<file path="config.mk">
export PLATFORM = sky130hd
export DESIGN_NAME = ccp_codec_end_flat
export DESIGN_NICKNAME = d
export VERILOG_FILES = /design/src/ccp_pkg.sv /design/src/ccp_if.sv /design/src/ccp_codec_end.sv /design/src/flat_wrapper.sv
export SDC_FILE = /design/constraint.sdc
export NUM_CORES = 1
export LEC_CHECK = 0
export BUFFER_PORTS_ARGS = -buffer_cell sky130_fd_sc_hd__buf_2
export CORE_ASPECT_RATIO = 0.8
export CORE_UTILIZATION = 55
export CTS_BUF_LIST = sky130_fd_sc_hd__clkbuf_8
export DETAILED_ROUTE_END_ITERATION = 12
export HOLD_SLACK_MARGIN = 0.1
export PLACE_DENSITY = 0.83
export SETUP_SLACK_MARGIN = 0.5
export SYNTH_ARGS = -nofsm -noshare
export SYNTH_HDL_FRONTEND = slang
export SYNTH_SLANG_ARGS = --single-unit
</file>
<file path="constraint.sdc">
create_clock -name sys_clk -period 5.4 [get_ports sys_clk]
set_clock_uncertainty 0.1 [all_clocks]
set_input_delay 0.54 -clock sys_clk [delete_from_list [all_inputs] [get_ports sys_clk]]
set_output_delay 0.54 -clock sys_clk [all_outputs]
set_load 0.05 [all_outputs]
</file>
<file path="src/ccp_pkg.sv">
// shared constants for the codec reset, cascade detection and power block
// assumes one 100 MHz master clock shared by every codec and the controller
// Behaviour
// [RL1] decimation overflow sets control 1 bit 7
// [RL2] interpolation overflow sets control 1 bit 4
// [RL3] overflow flags sticky, cleared by reading
// [RL4] controller reads control 1 after power-up
// [RL5] bypass bit skips filters, frame rate x4
// [RL6] bypassed input path decimates only to 4Fs
// [RL7] bypassed output samples arrive pre-interpolated
// [RL8] at most eight codecs while bypassed
// [RL9] divider M multiple of 4 when bypassed
// [RL10] pin or software bit resets everything; the software bit here leaves detection results alone
// [RL11] hardware reset held six clocks minimum
// [RL12] hardware reset after power-up starts detection
// [RL13] cascade detection lasts exactly 132 clocks
// [RL14] controller serial port floats during detection
// [RL15] up to sixteen codecs daisy chained
// [RL16] sync pins swap direction after 64 clocks
// [RL17] two wave counts give position and length
// [RL18] reset synchronous to clock in chains
// [RL19] software power-down per converter, next frame
// [RL20] serial side alive during software power-down; here sdo floats in data frames with the ADC down and data_accept drops with both down
// [RL21] power-down pin low freezes all I/O
// [RL22] power-down pin driven synchronously, tied high
// [RL23] frame traffic ignored until detection completes
// [RL24] control 1 bit 5 selects filter type
package ccp_pkg;
   localparam logic [2:0] CTRL1_ADDR = 3'h1;
   localparam logic [2:0] CTRL2_ADDR = 3'h2;
   localparam logic [2:0] CTRL3_ADDR = 3'h3;
   localparam int CTRL1_DEC_OVF_BIT = 7;
   localparam int CTRL1_FILT_SEL_BIT = 5;
   localparam int CTRL1_INT_OVF_BIT = 4;
   localparam int CTRL2_BYPASS_BIT = 6;
   localparam int CTRL3_ADC_PD_BIT = 7;
   localparam int CTRL3_DAC_PD_BIT = 6;
   localparam int CTRL3_SW_RST_BIT = 5;
   localparam logic [7:0] CTRL1_RESET = 8'h00;
   localparam logic [7:0] CTRL2_RESET = 8'h00;
   localparam logic [7:0] CTRL3_RESET = 8'h00;
   localparam int RESET_HOLD_CYCLES = 6;
   localparam int ACD_CYCLES = 132;
   localparam int ACD_PHASE_CYCLES = 64;
   localparam int MAX_CHAIN = 16;
   localparam int BYPASS_MAX_CHAIN = 8;
   localparam int BYPASS_M_MULT = 4;
   localparam int BYPASS_RATE_MULT = 4;
   localparam int FRAME_CYCLES_DEFAULT = 256;
endpackage : ccp_pkg

</file>
<file path="src/ccp_if.sv">
// link between one codec end and its controller end
// assumes the testbench resolves the two sync pins from the enables
`timescale 1ns/1ps
interface ccp_if;
   logic rst_n;
   logic power_down_pin_n;
   logic fs_i;
   logic fs_o;
   logic fs_oe;
   logic fsd_i;
   logic fsd_o;
   logic fsd_oe;
   logic reg_wr;
   logic reg_rd;
   logic [2:0] reg_addr;
   logic [7:0] reg_wdata;
   logic [7:0] reg_rdata;
   logic reg_rvalid;
   modport codec (
      input rst_n,
      input power_down_pin_n,
      input fs_i,
      input fsd_i,
      input reg_wr,
      input reg_rd,
      input reg_addr,
      input reg_wdata,
      output fs_o,
      output fs_oe,
      output fsd_o,
      output fsd_oe,
      output reg_rdata,
      output reg_rvalid
   );
   modport host (
      output rst_n,
      output power_down_pin_n,
      output reg_wr,
      output reg_rd,
      output reg_addr,
      output reg_wdata,
      input reg_rdata,
      input reg_rvalid
   );
endinterface : ccp_if

</file>
<file path="src/ccp_codec_end.sv">
// codec side: reset, cascade detection, power-down, bypass and overflow flags
// assumes control frames are already decoded into reg_wr/reg_rd strobes
`timescale 1ns/1ps
module ccp_codec_end
   import ccp_pkg::*;
#(
   parameter int FRAME_CYCLES = FRAME_CYCLES_DEFAULT
)
(
   input wire logic sys_clk,
   input wire logic reset,
   ccp_if.codec lnk,
   input wire logic dec_ovf_evt,
   input wire logic int_ovf_evt,
   input wire logic data_frame,
   output logic adc_pd,
   output logic dac_pd,
   output logic filter_iir_sel,
   output logic filter_bypass,
   output logic adc_decim_to_4fs,
   output logic frame_tick,
   output logic detect_done,
   output logic [3:0] chain_addr,
   output logic [4:0] chain_total,
   output logic is_master,
   output logic data_accept,
   output logic sdo_float,
   output logic clock_ctrl_en
);
   localparam int FRAME_W = $clog2(FRAME_CYCLES + 1);
   localparam logic [FRAME_W-1:0] FRAME_LAST = FRAME_W'(FRAME_CYCLES - 1);
   localparam logic [FRAME_W-1:0] FRAME_LAST_BYP = FRAME_W'(FRAME_CYCLES / BYPASS_RATE_MULT - 1);
   localparam logic [7:0] ACD_LAST = 8'(ACD_CYCLES - 1);
   localparam logic [7:0] PH1_END = 8'(ACD_PHASE_CYCLES);
   localparam logic [7:0] PH2_END = 8'(2 * ACD_PHASE_CYCLES);

   logic hw_rst;
   logic sw_rst_reg;
   logic core_rst;
   logic awake;
   logic [7:0] acd_cnt_reg;
   logic acd_busy_reg;
   logic ph1;
   logic ph2;
   logic fs_wave_reg;
   logic fsd_wave_reg;
   logic [5:0] cnt1_reg;
   logic seen1_reg;
   logic [5:0] cnt2_reg;
   logic seen2_reg;
   logic last_slave;
   logic done_reg;
   logic [3:0] addr_reg;
   logic [4:0] total_reg;
   logic master_reg;
   logic [7:0] ctrl1_reg;
   logic [7:0] ctrl2_reg;
   logic [7:0] ctrl3_reg;
   logic dec_ovf_reg;
   logic int_ovf_reg;
   logic wr_ok;
   logic rd_ok;
   logic [7:0] rdata_reg;
   logic rvalid_reg;
   logic [FRAME_W-1:0] frm_cnt_reg;
   logic frm_pulse_reg;
   logic fs_in_d_reg;
   logic adc_pd_reg;
   logic dac_pd_reg;

   // hardware reset restarts detection; software reset leaves the address alone
   assign hw_rst = reset | ~lnk.rst_n; // RL10
   assign core_rst = hw_rst | sw_rst_reg; // RL10
   // power-down pin low gates register access, flags and frame count; detection counters still run
   assign awake = lnk.power_down_pin_n; // RL21
   assign ph1 = acd_busy_reg & (acd_cnt_reg < PH1_END);
   assign ph2 = acd_busy_reg & (acd_cnt_reg >= PH1_END) & (acd_cnt_reg < PH2_END);
   assign last_slave = seen1_reg & (cnt1_reg == 6'h00);

   always_ff @(posedge sys_clk)
   begin
      if (hw_rst)
      begin
         acd_cnt_reg <= 8'h00;
         acd_busy_reg <= 1'b1;
      end
      else if (acd_busy_reg)
      begin
         acd_cnt_reg <= acd_cnt_reg + 8'h01; // RL13
         if (acd_cnt_reg == ACD_LAST)
            acd_busy_reg <= 1'b0; // RL13
      end
   end

   // each stage passes the wave one clock further along the chain
   always_ff @(posedge sys_clk)
   begin
      if (hw_rst)
      begin
         fs_wave_reg <= 1'b0;
         fsd_wave_reg <= 1'b1;
      end
      else
      begin
         if (ph1)
            fs_wave_reg <= lnk.fsd_i; // RL16
         if (ph2)
            fsd_wave_reg <= lnk.fs_i; // RL16
      end
   end

   always_ff @(posedge sys_clk)
   begin
      if (hw_rst)
      begin
         cnt1_reg <= 6'h3f;
         seen1_reg <= 1'b0;
         cnt2_reg <= 6'h3f;
         seen2_reg <= 1'b0;
      end
      else
      begin
         if (ph1 && !seen1_reg && lnk.fsd_i)
         begin
            cnt1_reg <= acd_cnt_reg[5:0]; // RL17
            seen1_reg <= 1'b1;
         end
         if (ph2 && !seen2_reg && !lnk.fs_i)
         begin
            cnt2_reg <= 6'(acd_cnt_reg - PH1_END); // RL17
            seen2_reg <= 1'b1;
         end
      end
   end

   // a count above fifteen means a broken chain; only the low nibble is kept
   always_ff @(posedge sys_clk)
   begin
      if (hw_rst)
      begin
         done_reg <= 1'b0;
         addr_reg <= 4'h0;
         total_reg <= 5'h01;
         master_reg <= 1'b0;
      end
      else if (acd_busy_reg && acd_cnt_reg == ACD_LAST)
      begin
         done_reg <= 1'b1; // RL23
         addr_reg <= cnt1_reg[3:0]; // RL17
         total_reg <= {1'b0, cnt1_reg[3:0]} + {1'b0, cnt2_reg[3:0]} + 5'h01; // RL15
         master_reg <= seen2_reg & (cnt2_reg == 6'h00);
      end
   end

   // master keeps sync as output; last slave never drives the daisy pin
   assign lnk.fs_oe = awake & (ph1 | (done_reg & master_reg)); // RL16
   assign lnk.fs_o = acd_busy_reg ? fs_wave_reg : frm_pulse_reg;
   assign lnk.fsd_oe = awake & ph2 & ~last_slave; // RL16
   assign lnk.fsd_o = fsd_wave_reg;

   assign wr_ok = lnk.reg_wr & awake & done_reg & ~acd_busy_reg; // RL23
   assign rd_ok = lnk.reg_rd & awake & done_reg & ~acd_busy_reg; // RL23

   always_ff @(posedge sys_clk)
   begin
      if (hw_rst)
         sw_rst_reg <= 1'b0;
      else
         sw_rst_reg <= wr_ok & (lnk.reg_addr == CTRL3_ADDR) & lnk.reg_wdata[CTRL3_SW_RST_BIT]; // RL10
   end

   always_ff @(posedge sys_clk)
   begin
      if (core_rst)
      begin
         ctrl1_reg <= CTRL1_RESET; // RL10
         ctrl2_reg <= CTRL2_RESET;
         ctrl3_reg <= CTRL3_RESET;
      end
      else if (wr_ok)
      begin
         if (lnk.reg_addr == CTRL1_ADDR)
            ctrl1_reg <= lnk.reg_wdata;
         else if (lnk.reg_addr == CTRL2_ADDR)
            ctrl2_reg <= lnk.reg_wdata;
         else if (lnk.reg_addr == CTRL3_ADDR)
            ctrl3_reg <= lnk.reg_wdata & ~(8'h01 << CTRL3_SW_RST_BIT);
      end
   end

   // an overflow in the same cycle as the clearing read survives it
   always_ff @(posedge sys_clk)
   begin
      if (core_rst)
      begin
         dec_ovf_reg <= 1'b0;
         int_ovf_reg <= 1'b0;
      end
      else if (awake)
      begin
         if (dec_ovf_evt)
            dec_ovf_reg <= 1'b1; // RL1
         else if (rd_ok && lnk.reg_addr == CTRL1_ADDR)
            dec_ovf_reg <= 1'b0; // RL3
         if (int_ovf_evt)
            int_ovf_reg <= 1'b1; // RL2
         else if (rd_ok && lnk.reg_addr == CTRL1_ADDR)
            int_ovf_reg <= 1'b0; // RL3
      end
   end

   always_ff @(posedge sys_clk)
   begin
      if (core_rst)
      begin
         rdata_reg <= 8'h00;
         rvalid_reg <= 1'b0;
      end
      else
      begin
         rvalid_reg <= rd_ok;
         if (rd_ok)
         begin
            if (lnk.reg_addr == CTRL1_ADDR)
            begin
               rdata_reg <= ctrl1_reg;
               rdata_reg[CTRL1_DEC_OVF_BIT] <= dec_ovf_reg; // RL1
               rdata_reg[CTRL1_INT_OVF_BIT] <= int_ovf_reg; // RL2
            end
            else if (lnk.reg_addr == CTRL2_ADDR)
               rdata_reg <= ctrl2_reg;
            else if (lnk.reg_addr == CTRL3_ADDR)
               rdata_reg <= ctrl3_reg;
            else
               rdata_reg <= 8'h00;
         end
      end
   end
   assign lnk.reg_rdata = rdata_reg;
   assign lnk.reg_rvalid = rvalid_reg;

   // bypass shortens the frame period by four
   always_ff @(posedge sys_clk)
   begin
      if (core_rst)
      begin
         frm_cnt_reg <= '0;
         frm_pulse_reg <= 1'b0;
      end
      else if (awake && done_reg && master_reg)
      begin
         if (frm_cnt_reg >= (ctrl2_reg[CTRL2_BYPASS_BIT] ? FRAME_LAST_BYP : FRAME_LAST)) // RL5
         begin
            frm_cnt_reg <= '0;
            frm_pulse_reg <= 1'b1;
         end
         else
         begin
            frm_cnt_reg <= frm_cnt_reg + 1'b1;
            frm_pulse_reg <= 1'b0;
         end
      end
   end

   always_ff @(posedge sys_clk)
   begin
      if (core_rst)
         fs_in_d_reg <= 1'b0;
      else
         fs_in_d_reg <= lnk.fs_i;
   end
   assign frame_tick = done_reg & awake &
      (master_reg ? frm_pulse_reg : (lnk.fs_i & ~fs_in_d_reg));

   // power-down bits only act on a frame boundary
   always_ff @(posedge sys_clk)
   begin
      if (core_rst)
      begin
         adc_pd_reg <= 1'b0;
         dac_pd_reg <= 1'b0;
      end
      else if (frame_tick)
      begin
         adc_pd_reg <= ctrl3_reg[CTRL3_ADC_PD_BIT]; // RL19
         dac_pd_reg <= ctrl3_reg[CTRL3_DAC_PD_BIT]; // RL19
      end
   end

   assign adc_pd = adc_pd_reg | ~awake;
   assign dac_pd = dac_pd_reg | ~awake;
   assign filter_iir_sel = ctrl1_reg[CTRL1_FILT_SEL_BIT]; // RL24
   assign filter_bypass = ctrl2_reg[CTRL2_BYPASS_BIT]; // RL5
   assign adc_decim_to_4fs = ctrl2_reg[CTRL2_BYPASS_BIT]; // RL6
   assign detect_done = done_reg;
   assign chain_addr = addr_reg;
   assign chain_total = total_reg;
   assign is_master = master_reg;
   assign data_accept = awake & done_reg & data_frame & ~(adc_pd_reg & dac_pd_reg); // RL20
   assign sdo_float = ~awake | ~done_reg | (data_frame & adc_pd_reg); // RL20
   assign clock_ctrl_en = awake; // RL21
endmodule : ccp_codec_end

</file>
<file path="src/flat_wrapper.sv">
// flat-port wrapper written by rule: the top's interface ports become plain ports
module ccp_codec_end_flat import ccp_pkg::*;
#(
   parameter int FRAME_CYCLES = FRAME_CYCLES_DEFAULT
)
  (sys_clk, reset, dec_ovf_evt, int_ovf_evt, data_frame, adc_pd, dac_pd, filter_iir_sel, filter_bypass, adc_decim_to_4fs, frame_tick, detect_done, chain_addr, chain_total, is_master, data_accept, sdo_float, clock_ctrl_en, lnk_rst_n, lnk_power_down_pin_n, lnk_fs_i, lnk_fsd_i, lnk_reg_wr, lnk_reg_rd, lnk_reg_addr, lnk_reg_wdata, lnk_fs_o, lnk_fs_oe, lnk_fsd_o, lnk_fsd_oe, lnk_reg_rdata, lnk_reg_rvalid);
  ccp_if lnk_i ();
  input wire logic sys_clk;
  input wire logic reset;
  input wire logic dec_ovf_evt;
  input wire logic int_ovf_evt;
  input wire logic data_frame;
  output logic adc_pd;
  output logic dac_pd;
  output logic filter_iir_sel;
  output logic filter_bypass;
  output logic adc_decim_to_4fs;
  output logic frame_tick;
  output logic detect_done;
  output logic [3:0] chain_addr;
  output logic [4:0] chain_total;
  output logic is_master;
  output logic data_accept;
  output logic sdo_float;
  output logic clock_ctrl_en;
  input wire logic [$bits(lnk_i.rst_n)-1:0] lnk_rst_n;
  input wire logic [$bits(lnk_i.power_down_pin_n)-1:0] lnk_power_down_pin_n;
  input wire logic [$bits(lnk_i.fs_i)-1:0] lnk_fs_i;
  input wire logic [$bits(lnk_i.fsd_i)-1:0] lnk_fsd_i;
  input wire logic [$bits(lnk_i.reg_wr)-1:0] lnk_reg_wr;
  input wire logic [$bits(lnk_i.reg_rd)-1:0] lnk_reg_rd;
  input wire logic [$bits(lnk_i.reg_addr)-1:0] lnk_reg_addr;
  input wire logic [$bits(lnk_i.reg_wdata)-1:0] lnk_reg_wdata;
  output wire logic [$bits(lnk_i.fs_o)-1:0] lnk_fs_o;
  output wire logic [$bits(lnk_i.fs_oe)-1:0] lnk_fs_oe;
  output wire logic [$bits(lnk_i.fsd_o)-1:0] lnk_fsd_o;
  output wire logic [$bits(lnk_i.fsd_oe)-1:0] lnk_fsd_oe;
  output wire logic [$bits(lnk_i.reg_rdata)-1:0] lnk_reg_rdata;
  output wire logic [$bits(lnk_i.reg_rvalid)-1:0] lnk_reg_rvalid;
  assign lnk_i.rst_n = lnk_rst_n;
  assign lnk_i.power_down_pin_n = lnk_power_down_pin_n;
  assign lnk_i.fs_i = lnk_fs_i;
  assign lnk_i.fsd_i = lnk_fsd_i;
  assign lnk_i.reg_wr = lnk_reg_wr;
  assign lnk_i.reg_rd = lnk_reg_rd;
  assign lnk_i.reg_addr = lnk_reg_addr;
  assign lnk_i.reg_wdata = lnk_reg_wdata;
  assign lnk_fs_o = lnk_i.fs_o;
  assign lnk_fs_oe = lnk_i.fs_oe;
  assign lnk_fsd_o = lnk_i.fsd_o;
  assign lnk_fsd_oe = lnk_i.fsd_oe;
  assign lnk_reg_rdata = lnk_i.reg_rdata;
  assign lnk_reg_rvalid = lnk_i.reg_rvalid;
  ccp_codec_end #(.FRAME_CYCLES(FRAME_CYCLES)) u_core (.sys_clk(sys_clk), .reset(reset), .lnk(lnk_i), .dec_ovf_evt(dec_ovf_evt), .int_ovf_evt(int_ovf_evt), .data_frame(data_frame), .adc_pd(adc_pd), .dac_pd(dac_pd), .filter_iir_sel(filter_iir_sel), .filter_bypass(filter_bypass), .adc_decim_to_4fs(adc_decim_to_4fs), .frame_tick(frame_tick), .detect_done(detect_done), .chain_addr(chain_addr), .chain_total(chain_total), .is_master(is_master), .data_accept(data_accept), .sdo_float(sdo_float), .clock_ctrl_en(clock_ctrl_en));
endmodule
</file>
==> impl_metrics.csv, run 1 <==
group,metric,value,unit
outcome,status,"finished, final reports clean",
sta,fmax,377.3,MHz
synthesis,ys.flop_type,"dfxtp_1",
worst_setup_path,criticalPathCategory,"reg2out",
cells_and_area,final_nets,467,
synthesis,synth_edf_count,0,
detailed_routing,wl_per_cell,14.62,µm
grt,grt_busiest_layer,"met2",
sta,setup_violations,0,
sta,finalCritPeriodShare,49.08,%
grt,grt_usage,24.13,%
grt,met3_usage,7.071,%
clock_network,cts.sinks,82,
synthesis,ys_types,50,
placed_design,gp_congestion,0.8072,
power_and_ir_drop,p_leak,1.609,nW
synthesis,syn_area,3647,µm²
cells_and_area,layout-drive-gt1-share,20.18,%
sta,tightest_slew,1.271,ns
detailed_routing,drt-initial-drc-count,214,
grt,antenna_found_initial,0,
clock_network,hold_buffers,0,
clock_network,htree_levels,3,
worst_setup_path,cp-start-kind,"flop",
clock_network,path_clk_slew,0.08,ns
sta,slew_violations,0,
grt,gr-usage-met2,39.87,%
synthesis,yosysWarnings,0,
sta,min_period,2.650,ns
hold_path,min_path_cells,3,
worst_setup_path,required,4.76,ns
placed_design,hpwl,5402,µm
placed_design,io_buffers,54,
grt,grt_pass1_wl,12960,µm
cells_and_area,final_common_cell,"dfxtp_1",
die,io_pins,55,
synthesis,ys_ff_latch,82,
clock_network,postCtsSetupBuffers,0,
worst_setup_path,cp.arrival,2.01,ns
worst_setup_path,crit_path_end_kind,"primary output",
detailed_routing,wl,7674,µm
grt,grt_max_degree,37,
grt,overflow,0,
cells_and_area,diodes,0,
synthesis,ys_seq_area_share,45.01,%
die,die_y,74.84,µm
synthesis,syn_nets,424,
sta,finalHoldViolations,0,
detailed_routing,viasPerCell,5.537,
die,fp.dieW,93.05,µm
die,core_area,6409,µm²
detailed_routing,ant_nets,0,
detailed_routing,drt_first_pass_iters,4,
cells_and_area,largest_reg_flops,9,
synthesis,syn-instance-count,393,
sta,slew_headroom,15.11,%
synthesis,avgSynthCellArea,9.281,µm²
die,rows,26,
clock_network,cts_tree,"built",
clock_network,insertion_delay,0.35,ns
die,start_util,56.91,%
cells_and_area,final_core_util,64.86,%
run,drv_cap,0,
synthesis,synthArstFlopShare,0,%
clock_network,cts_root_buf,"clkbuf_8",
grt,grt_pass1_vias,2748,
detailed_routing,num_vias,2907,
sta,rsz0062_at_grt,"false",
cells_and_area,mostFrequentLayoutCells,"dfxtp_1 (82), nor2_1 (65), buf_2 (54), nand2_1 (38), mux2i_1 (28)",
die,dieArea,6963,µm²
sta,fin_setup_tns,0,ns
worst_setup_path,r2r_cells,5,
hold_path,hp-class,"in2reg",
clock_network,cts_resized,0,
power_and_ir_drop,ir_drop,0.0001648,V
clock_network,numCtsBuffers,9,
worst_setup_path,critPathMaxFanout,17,
clock_network,clk_path_buf_depth,2,
detailed_routing,drc,0,
power_and_ir_drop,power.density,291.4,nW/µm²
grt,use_met1,30.96,%
cells_and_area,area_growth,13.96,%
## worst paths after layout
path	slack (ns)	start	end
worst min register to register	0.36	u_core.chain_addr[3]$_SDFFE_PP0P_	u_core.chain_addr[3]$_SDFFE_PP0P_
worst min-delay path	0.34	lnk_reg_wdata[4]	u_core.ctrl3_reg[4]$_SDFFE_PP0P_
worst max register to register	3.06	u_core.acd_cnt_reg[0]$_SDFFE_PP0P_	u_core.chain_total[4]$_SDFFE_PP0P_
worst max-delay path	2.75	u_core.acd_busy_reg$_SDFF_PP1_	lnk_fsd_oe
## critical path, cell delays in order, from the launching register on
cell	delay [ns]
dfxtp_1	0.84
and3_1	0.29
nand2_1	0.08
a21oi_1	0.16
buf_2	0.29
## cells in the mapped netlist, types with 2 or more instances
| cell | count | share of area [%] |
|---|---|---|
| nand2b_1 | 9 | 1.5 |
| nand2_1 | 38 | 3.9 |
| nor2b_1 | 4 | 0.69 |
| ha_1 | 8 | 2.7 |
| nor3_1 | 13 | 1.8 |
| a22o_1 | 7 | 1.7 |
| o21ai_0 | 7 | 0.96 |
| buf_6 | 2 | 0.62 |
| and3_1 | 4 | 0.69 |
| nor2_1 | 65 | 6.7 |
| o211ai_1 | 4 | 0.82 |
| nand4_1 | 5 | 0.86 |
| nor4_4 | 4 | 2.3 |
| nor4_1 | 3 | 0.51 |
| or3_1 | 5 | 0.86 |
| a22oi_1 | 9 | 1.9 |
| mux2_2 | 8 | 2.5 |
| a21oi_1 | 15 | 2.1 |
| xor2_1 | 5 | 1.2 |
| xnor2_1 | 10 | 2.4 |
| dfxtp_1 | 82 | 45 |
| buf_4 | 2 | 0.41 |
| clkbuf_1 | 15 | 1.5 |
| inv_1 | 11 | 1.1 |
| nand3_1 | 5 | 0.69 |
| nand4b_1 | 2 | 0.48 |
| mux2i_1 | 28 | 7.7 |
## metal layers
layer	wire, µm	part of all wire, %	up-vias
li1	-	-	1443
met1	3513	46	1367
met3	458	6.0	8
met4	71	0.93	0
met5	0	0	-
met2	3631	47	89
## per-stage QoR
stage | setup WS (ns) | power [W] | instance area (µm²) | hold slack (ns) | std cells
final | 2.750 | 0.001211 | 4156 | 0.3396 | 525
after global routing | 2.631 | 0.001255 | 4156 | 0.3357 | 525
after CTS | 2.743 | 0.001220 | 4156 | 0.3297 | 525
after detailed placement | 2.819 | 0.0006830 | 3904 | 0.3536 | 509
after global placement | 2.918 | 0.0006811 | 3904 | 0.3421 | 509
after floorplan | 2.723 | 0.0006644 | 3647 | 0.3427 | 393
## logic make-up (layout without fill, tap and decap cells)
group / after synthesis / in the layout / synth area share, %
and+or+nand+nor: 165 / 165 / 23.22
DFF: 82 / 82 / 45.01
AOI/OAI and AO/OA: 52 / 52 / 10.12
muxes: 36 / 36 / 10.15
buffers and inverters: 34 / 82 / 4.596
xor gates and xnor gates: 15 / 15 / 3.602
adders and majority gates: 9 / 9 / 3.293
## area by class of cell
type / count / area (µm²)
inverters: 11 / 41.29
well taps: 84 / 105.1
fillers: 504 / 2252
multi-input cells: 277 / 1838
flip-flops and latches: 82 / 1642
clock inverters: 5 / 101.3
clock buffers: 11 / 151.4
repair buffers: 55 / 277.8
## report_power, final
group          total [W]  internal (W)  leakage, nW  switching [W]
sequential      0.000613      0.000609        0.663     0.00000425
clock           0.000542      0.000331        0.127       0.000211
combinational  0.0000566     0.0000180        0.819      0.0000385
total            0.00121      0.000957         1.61       0.000254
Note: power is estimated with default switching activity, not from simulation.
==> run 2, diff against run 1 <==
--- a/config.mk
+++ b/config.mk
@@ -5,6 +5,7 @@
 export SDC_FILE = /design/constraint.sdc
 export NUM_CORES = 1
 export LEC_CHECK = 0
+export ABC_AREA = 1
 export BUFFER_PORTS_ARGS = -buffer_cell sky130_fd_sc_hd__buf_2
 export CORE_ASPECT_RATIO = 0.8
 export CORE_UTILIZATION = 55
==> constraint.sdc (replaced) <==
create_clock -name sys_clk -period 2.7 [get_ports sys_clk]
set_clock_uncertainty 0.1 [all_clocks]
set_input_delay 0.27 -clock sys_clk [delete_from_list [all_inputs] [get_ports sys_clk]]
set_output_delay 0.27 -clock sys_clk [all_outputs]
set_load 0.05 [all_outputs]
==> impl_metrics.csv, run 2 <==
group,metric,value,unit
outcome,status,"finished, final reports clean",
worst_setup_path,cp_slowest_cell,"dfxtp_4",
detailed_routing,ant_nets,0,
sta,slew_headroom,65.67,%
cells_and_area,fill_cells,581,
synthesis,synth_edf_count,0,
sta,slew_violations,0,
synthesis,yosysWarnings,0,
synthesis,synthAdderAreaFrac,3.198,%
sta,finalHoldViolations,0,
synthesis,yosys.area_share.simple,34.24,%
power_and_ir_drop,ir_drop,0.0003168,V
synthesis,syn_area,3756,µm²
clock_network,clk_path_buf_depth,2,
clock_network,cts.sinks,82,
die,rows,26,
detailed_routing,met2_length,3597,µm
synthesis,synthArstFlopShare,0,%
detailed_routing,viasPerCell,5.088,
grt,grt_usage,24.54,%
die,core_area,6506,µm²
clock_network,insertion_delay,0.36,ns
grt,grt_max_degree,33,
clock_network,numCtsBuffers,9,
synthesis,ys_seq_area_share,43.70,%
synthesis,synthTopCellsByArea,"dfxtp_1 (44%), nor2_1 (12%), nand2_1 (12%)",
detailed_routing,wl_met3,630,µm
worst_setup_path,required,2.33,ns
worst_setup_path,cp_top_family,"flip-flops",
sta,tightest_slew,0.5136,ns
synthesis,syn_nets,553,
detailed_routing,highest_layer,"met4",
grt,antenna_found_initial,0,
sta,fmax,474.0,MHz
worst_setup_path,critPathMaxStageDelay,0.46,ns
synthesis,synth_top_cell_by_area,"dfxtp_1",
run,drv_cap,0,
synthesis,yosysTopAreaCellShare,43.70,%
sta,setup_violations,0,
clock_network,htree_levels,3,
worst_setup_path,r2r_cells,5,
sta,rsz0062_at_grt,"false",
cells_and_area,layout-drive-gt1-share,17.15,%
cells_and_area,mostFrequentLayoutCells,"nor2_1 (123), nand2_1 (117), dfxtp_1 (80), buf_2 (54), inv_1 (49)",
sta,finalCritPeriodShare,78.13,%
grt,overflow,0,
power_and_ir_drop,finalPower,0.002124,W
synthesis,ys_types,36,
die,dieArea,7166,µm²
worst_setup_path,criticalPathCategory,"reg2out",
clock_network,cts_tree,"built",
grt,grt_pass1_wl,13630,µm
synthesis,netlist_top_cells_count,"nor2_1 (123), nand2_1 (117), dfxtp_1 (82)",
clock_network,postCtsSetupBuffers,0,
cells_and_area,largest_reg_flops,9,
worst_setup_path,worstSetupPathDepth,5,
placed_design,io_buffers,54,
worst_setup_path,worst-path-buf-inv,2,
worst_setup_path,cp-start-kind,"flop",
synthesis,synth_most_common_cell,"nor2_1",
detailed_routing,drt-initial-drc-count,201,
clock_network,path_clk_slew,0.08,ns
synthesis,syn-instance-count,522,
die,fp.dieW,94.40,µm
power_and_ir_drop,power.density,491.3,nW/µm²
detailed_routing,wl_met1,4029,µm
die,io_pins,55,
sta,min_period,2.110,ns
detailed_routing,wl,8425,µm
worst_setup_path,crit_path_end_kind,"primary output",
synthesis,synthMuxAreaShare,0,%
die,start_util,57.73,%
synthesis,synth_xor_area_share,1.399,%
cells_and_area,area_growth,15.12,%
synthesis,ys_ff_latch,82,
placed_design,gp_congestion,0.8698,
hold_path,hp-class,"in2reg",
cells_and_area,final_common_cell,"nor2_1",
worst_setup_path,critical_path.cell_chain,"inv_2, nor3_4, nand2_1, a21oi_1, buf_2",
power_and_ir_drop,p_leak,1.977,nW
worst_setup_path,critPathMaxFanout,14,
hold_path,min_path_cells,3,
die,die_y,75.92,µm
synthesis,synth-compound-area-share,9.194,%
detailed_routing,drc,0,
synthesis,avgSynthCellArea,7.196,µm²
grt,grt_pass1_vias,3074,
detailed_routing,wl_per_cell,12.52,µm
detailed_routing,num_vias,3424,
cells_and_area,final_nets,617,
clock_network,cts_root_buf,"clkbuf_8",
sta,fin_setup_tns,0,ns
synthesis,ys.flop_type,"dfxtp_1",
cells_and_area,diodes,0,
detailed_routing,drt_first_pass_iters,5,
synthesis,synth_top_family_by_area,"simple AND/OR/NAND/NOR gates",
worst_setup_path,cp.arrival,1.74,ns
placed_design,hpwl,5972,µm
[run 2: changes by cell type after synthesis, sizes merged, moves of 12 or more]
cell / before / now
inv: 11 / 56
nand2: 38 / 120
nor2: 65 / 126
nand3: 6 / 31
clkbuf: 16 / 4
mux2i: 28 / 0
o21ai: 7 / 36
[run 2: routing by layer]
layer	track usage, %	vias to the layer above
li1	-	1776
met1	33.23	1507
met2	36.01	120
met3	7.631	21
met4	10.00	0
met5	0	-
[run 2: final cells by class]
| class | count | area (µm²) | area share (%) |
|---|---|---|---|
| clock buffers | 10 | 137.6 | 3.183 |
| flip-flops and latches | 82 | 1647 | 38.08 |
| repair buffers | 66 | 385.4 | 8.912 |
| multi-input cells | 370 | 1809 | 41.84 |
| well taps | 84 | 105.1 | 2.431 |
| inverters | 57 | 219.0 | 5.064 |
| clock inverters | 4 | 21.27 | 0.4919 |
[run 2: logic make-up (layout without fill, tap and decap cells)]
kind of cell | count (synthesis) | after routing
simple gates | 294 | 294
flops | 82 | 82
buf+inv | 70 | 137
compound gates | 61 | 61
fa+ha+maj | 9 | 9
xor+xnor | 6 | 6
[run 2: what timing repair did]
action,CTS,global route
pin swaps,0,0
hold buffers,10,0
hold endpoints to repair,17,0
gates resized for setup,2,1
setup endpoints to repair,2,1
[run 2: worst paths after layout]
check                                     start                           endpoint  slack [ns]
min                                   lnk_fsd_i    u_core.fs_wave_reg$_SDFFE_PP0N_        0.12
min reg2reg     u_core.int_ovf_reg$_SDFFE_PP0P_    u_core.int_ovf_reg$_SDFFE_PP0P_        0.38
max reg2reg  u_core.acd_cnt_reg[0]$_SDFFE_PP0P_  u_core.chain_addr[0]$_SDFFE_PP0P_        0.80
max              u_core.acd_busy_reg$_SDFF_PP1_                         lnk_fsd_oe        0.59
[run 2: worst min-delay path: stages]
cell     delay [ns]
buf_2          0.12
nand2_1        0.08
a21oi_1        0.07
[run 2: where the power goes]
part	internal, W	leakage, nW	switching [W]
Sequential	0.00122	0.663	0.00000831
Combinational	0.0000463	1.23	0.0000867
Clock	0.000342	0.0852	0.000425
Total	0.00160	1.98	0.000520
[run 2: metrics by stage]
| stage | cell area [µm²] | std cells | util [%] | hold WS (ns) | setup WS, ns |
|---|---|---|---|---|---|
| detailed placement | 4060 | 649 | 62.40 | 0.3544 | 0.7033 |
| global route | 4324 | 673 | 66.46 | 0.1057 | 0.5091 |
| global placement | 4060 | 649 | 62.40 | 0.3520 | 0.7516 |
| finish | 4324 | 673 | 66.46 | 0.1205 | 0.5905 |
| floorplan | 3761 | 522 | - | 0.2983 | 0.6607 |
| CTS | 4323 | 673 | 66.44 | 0.1006 | 0.5649 |
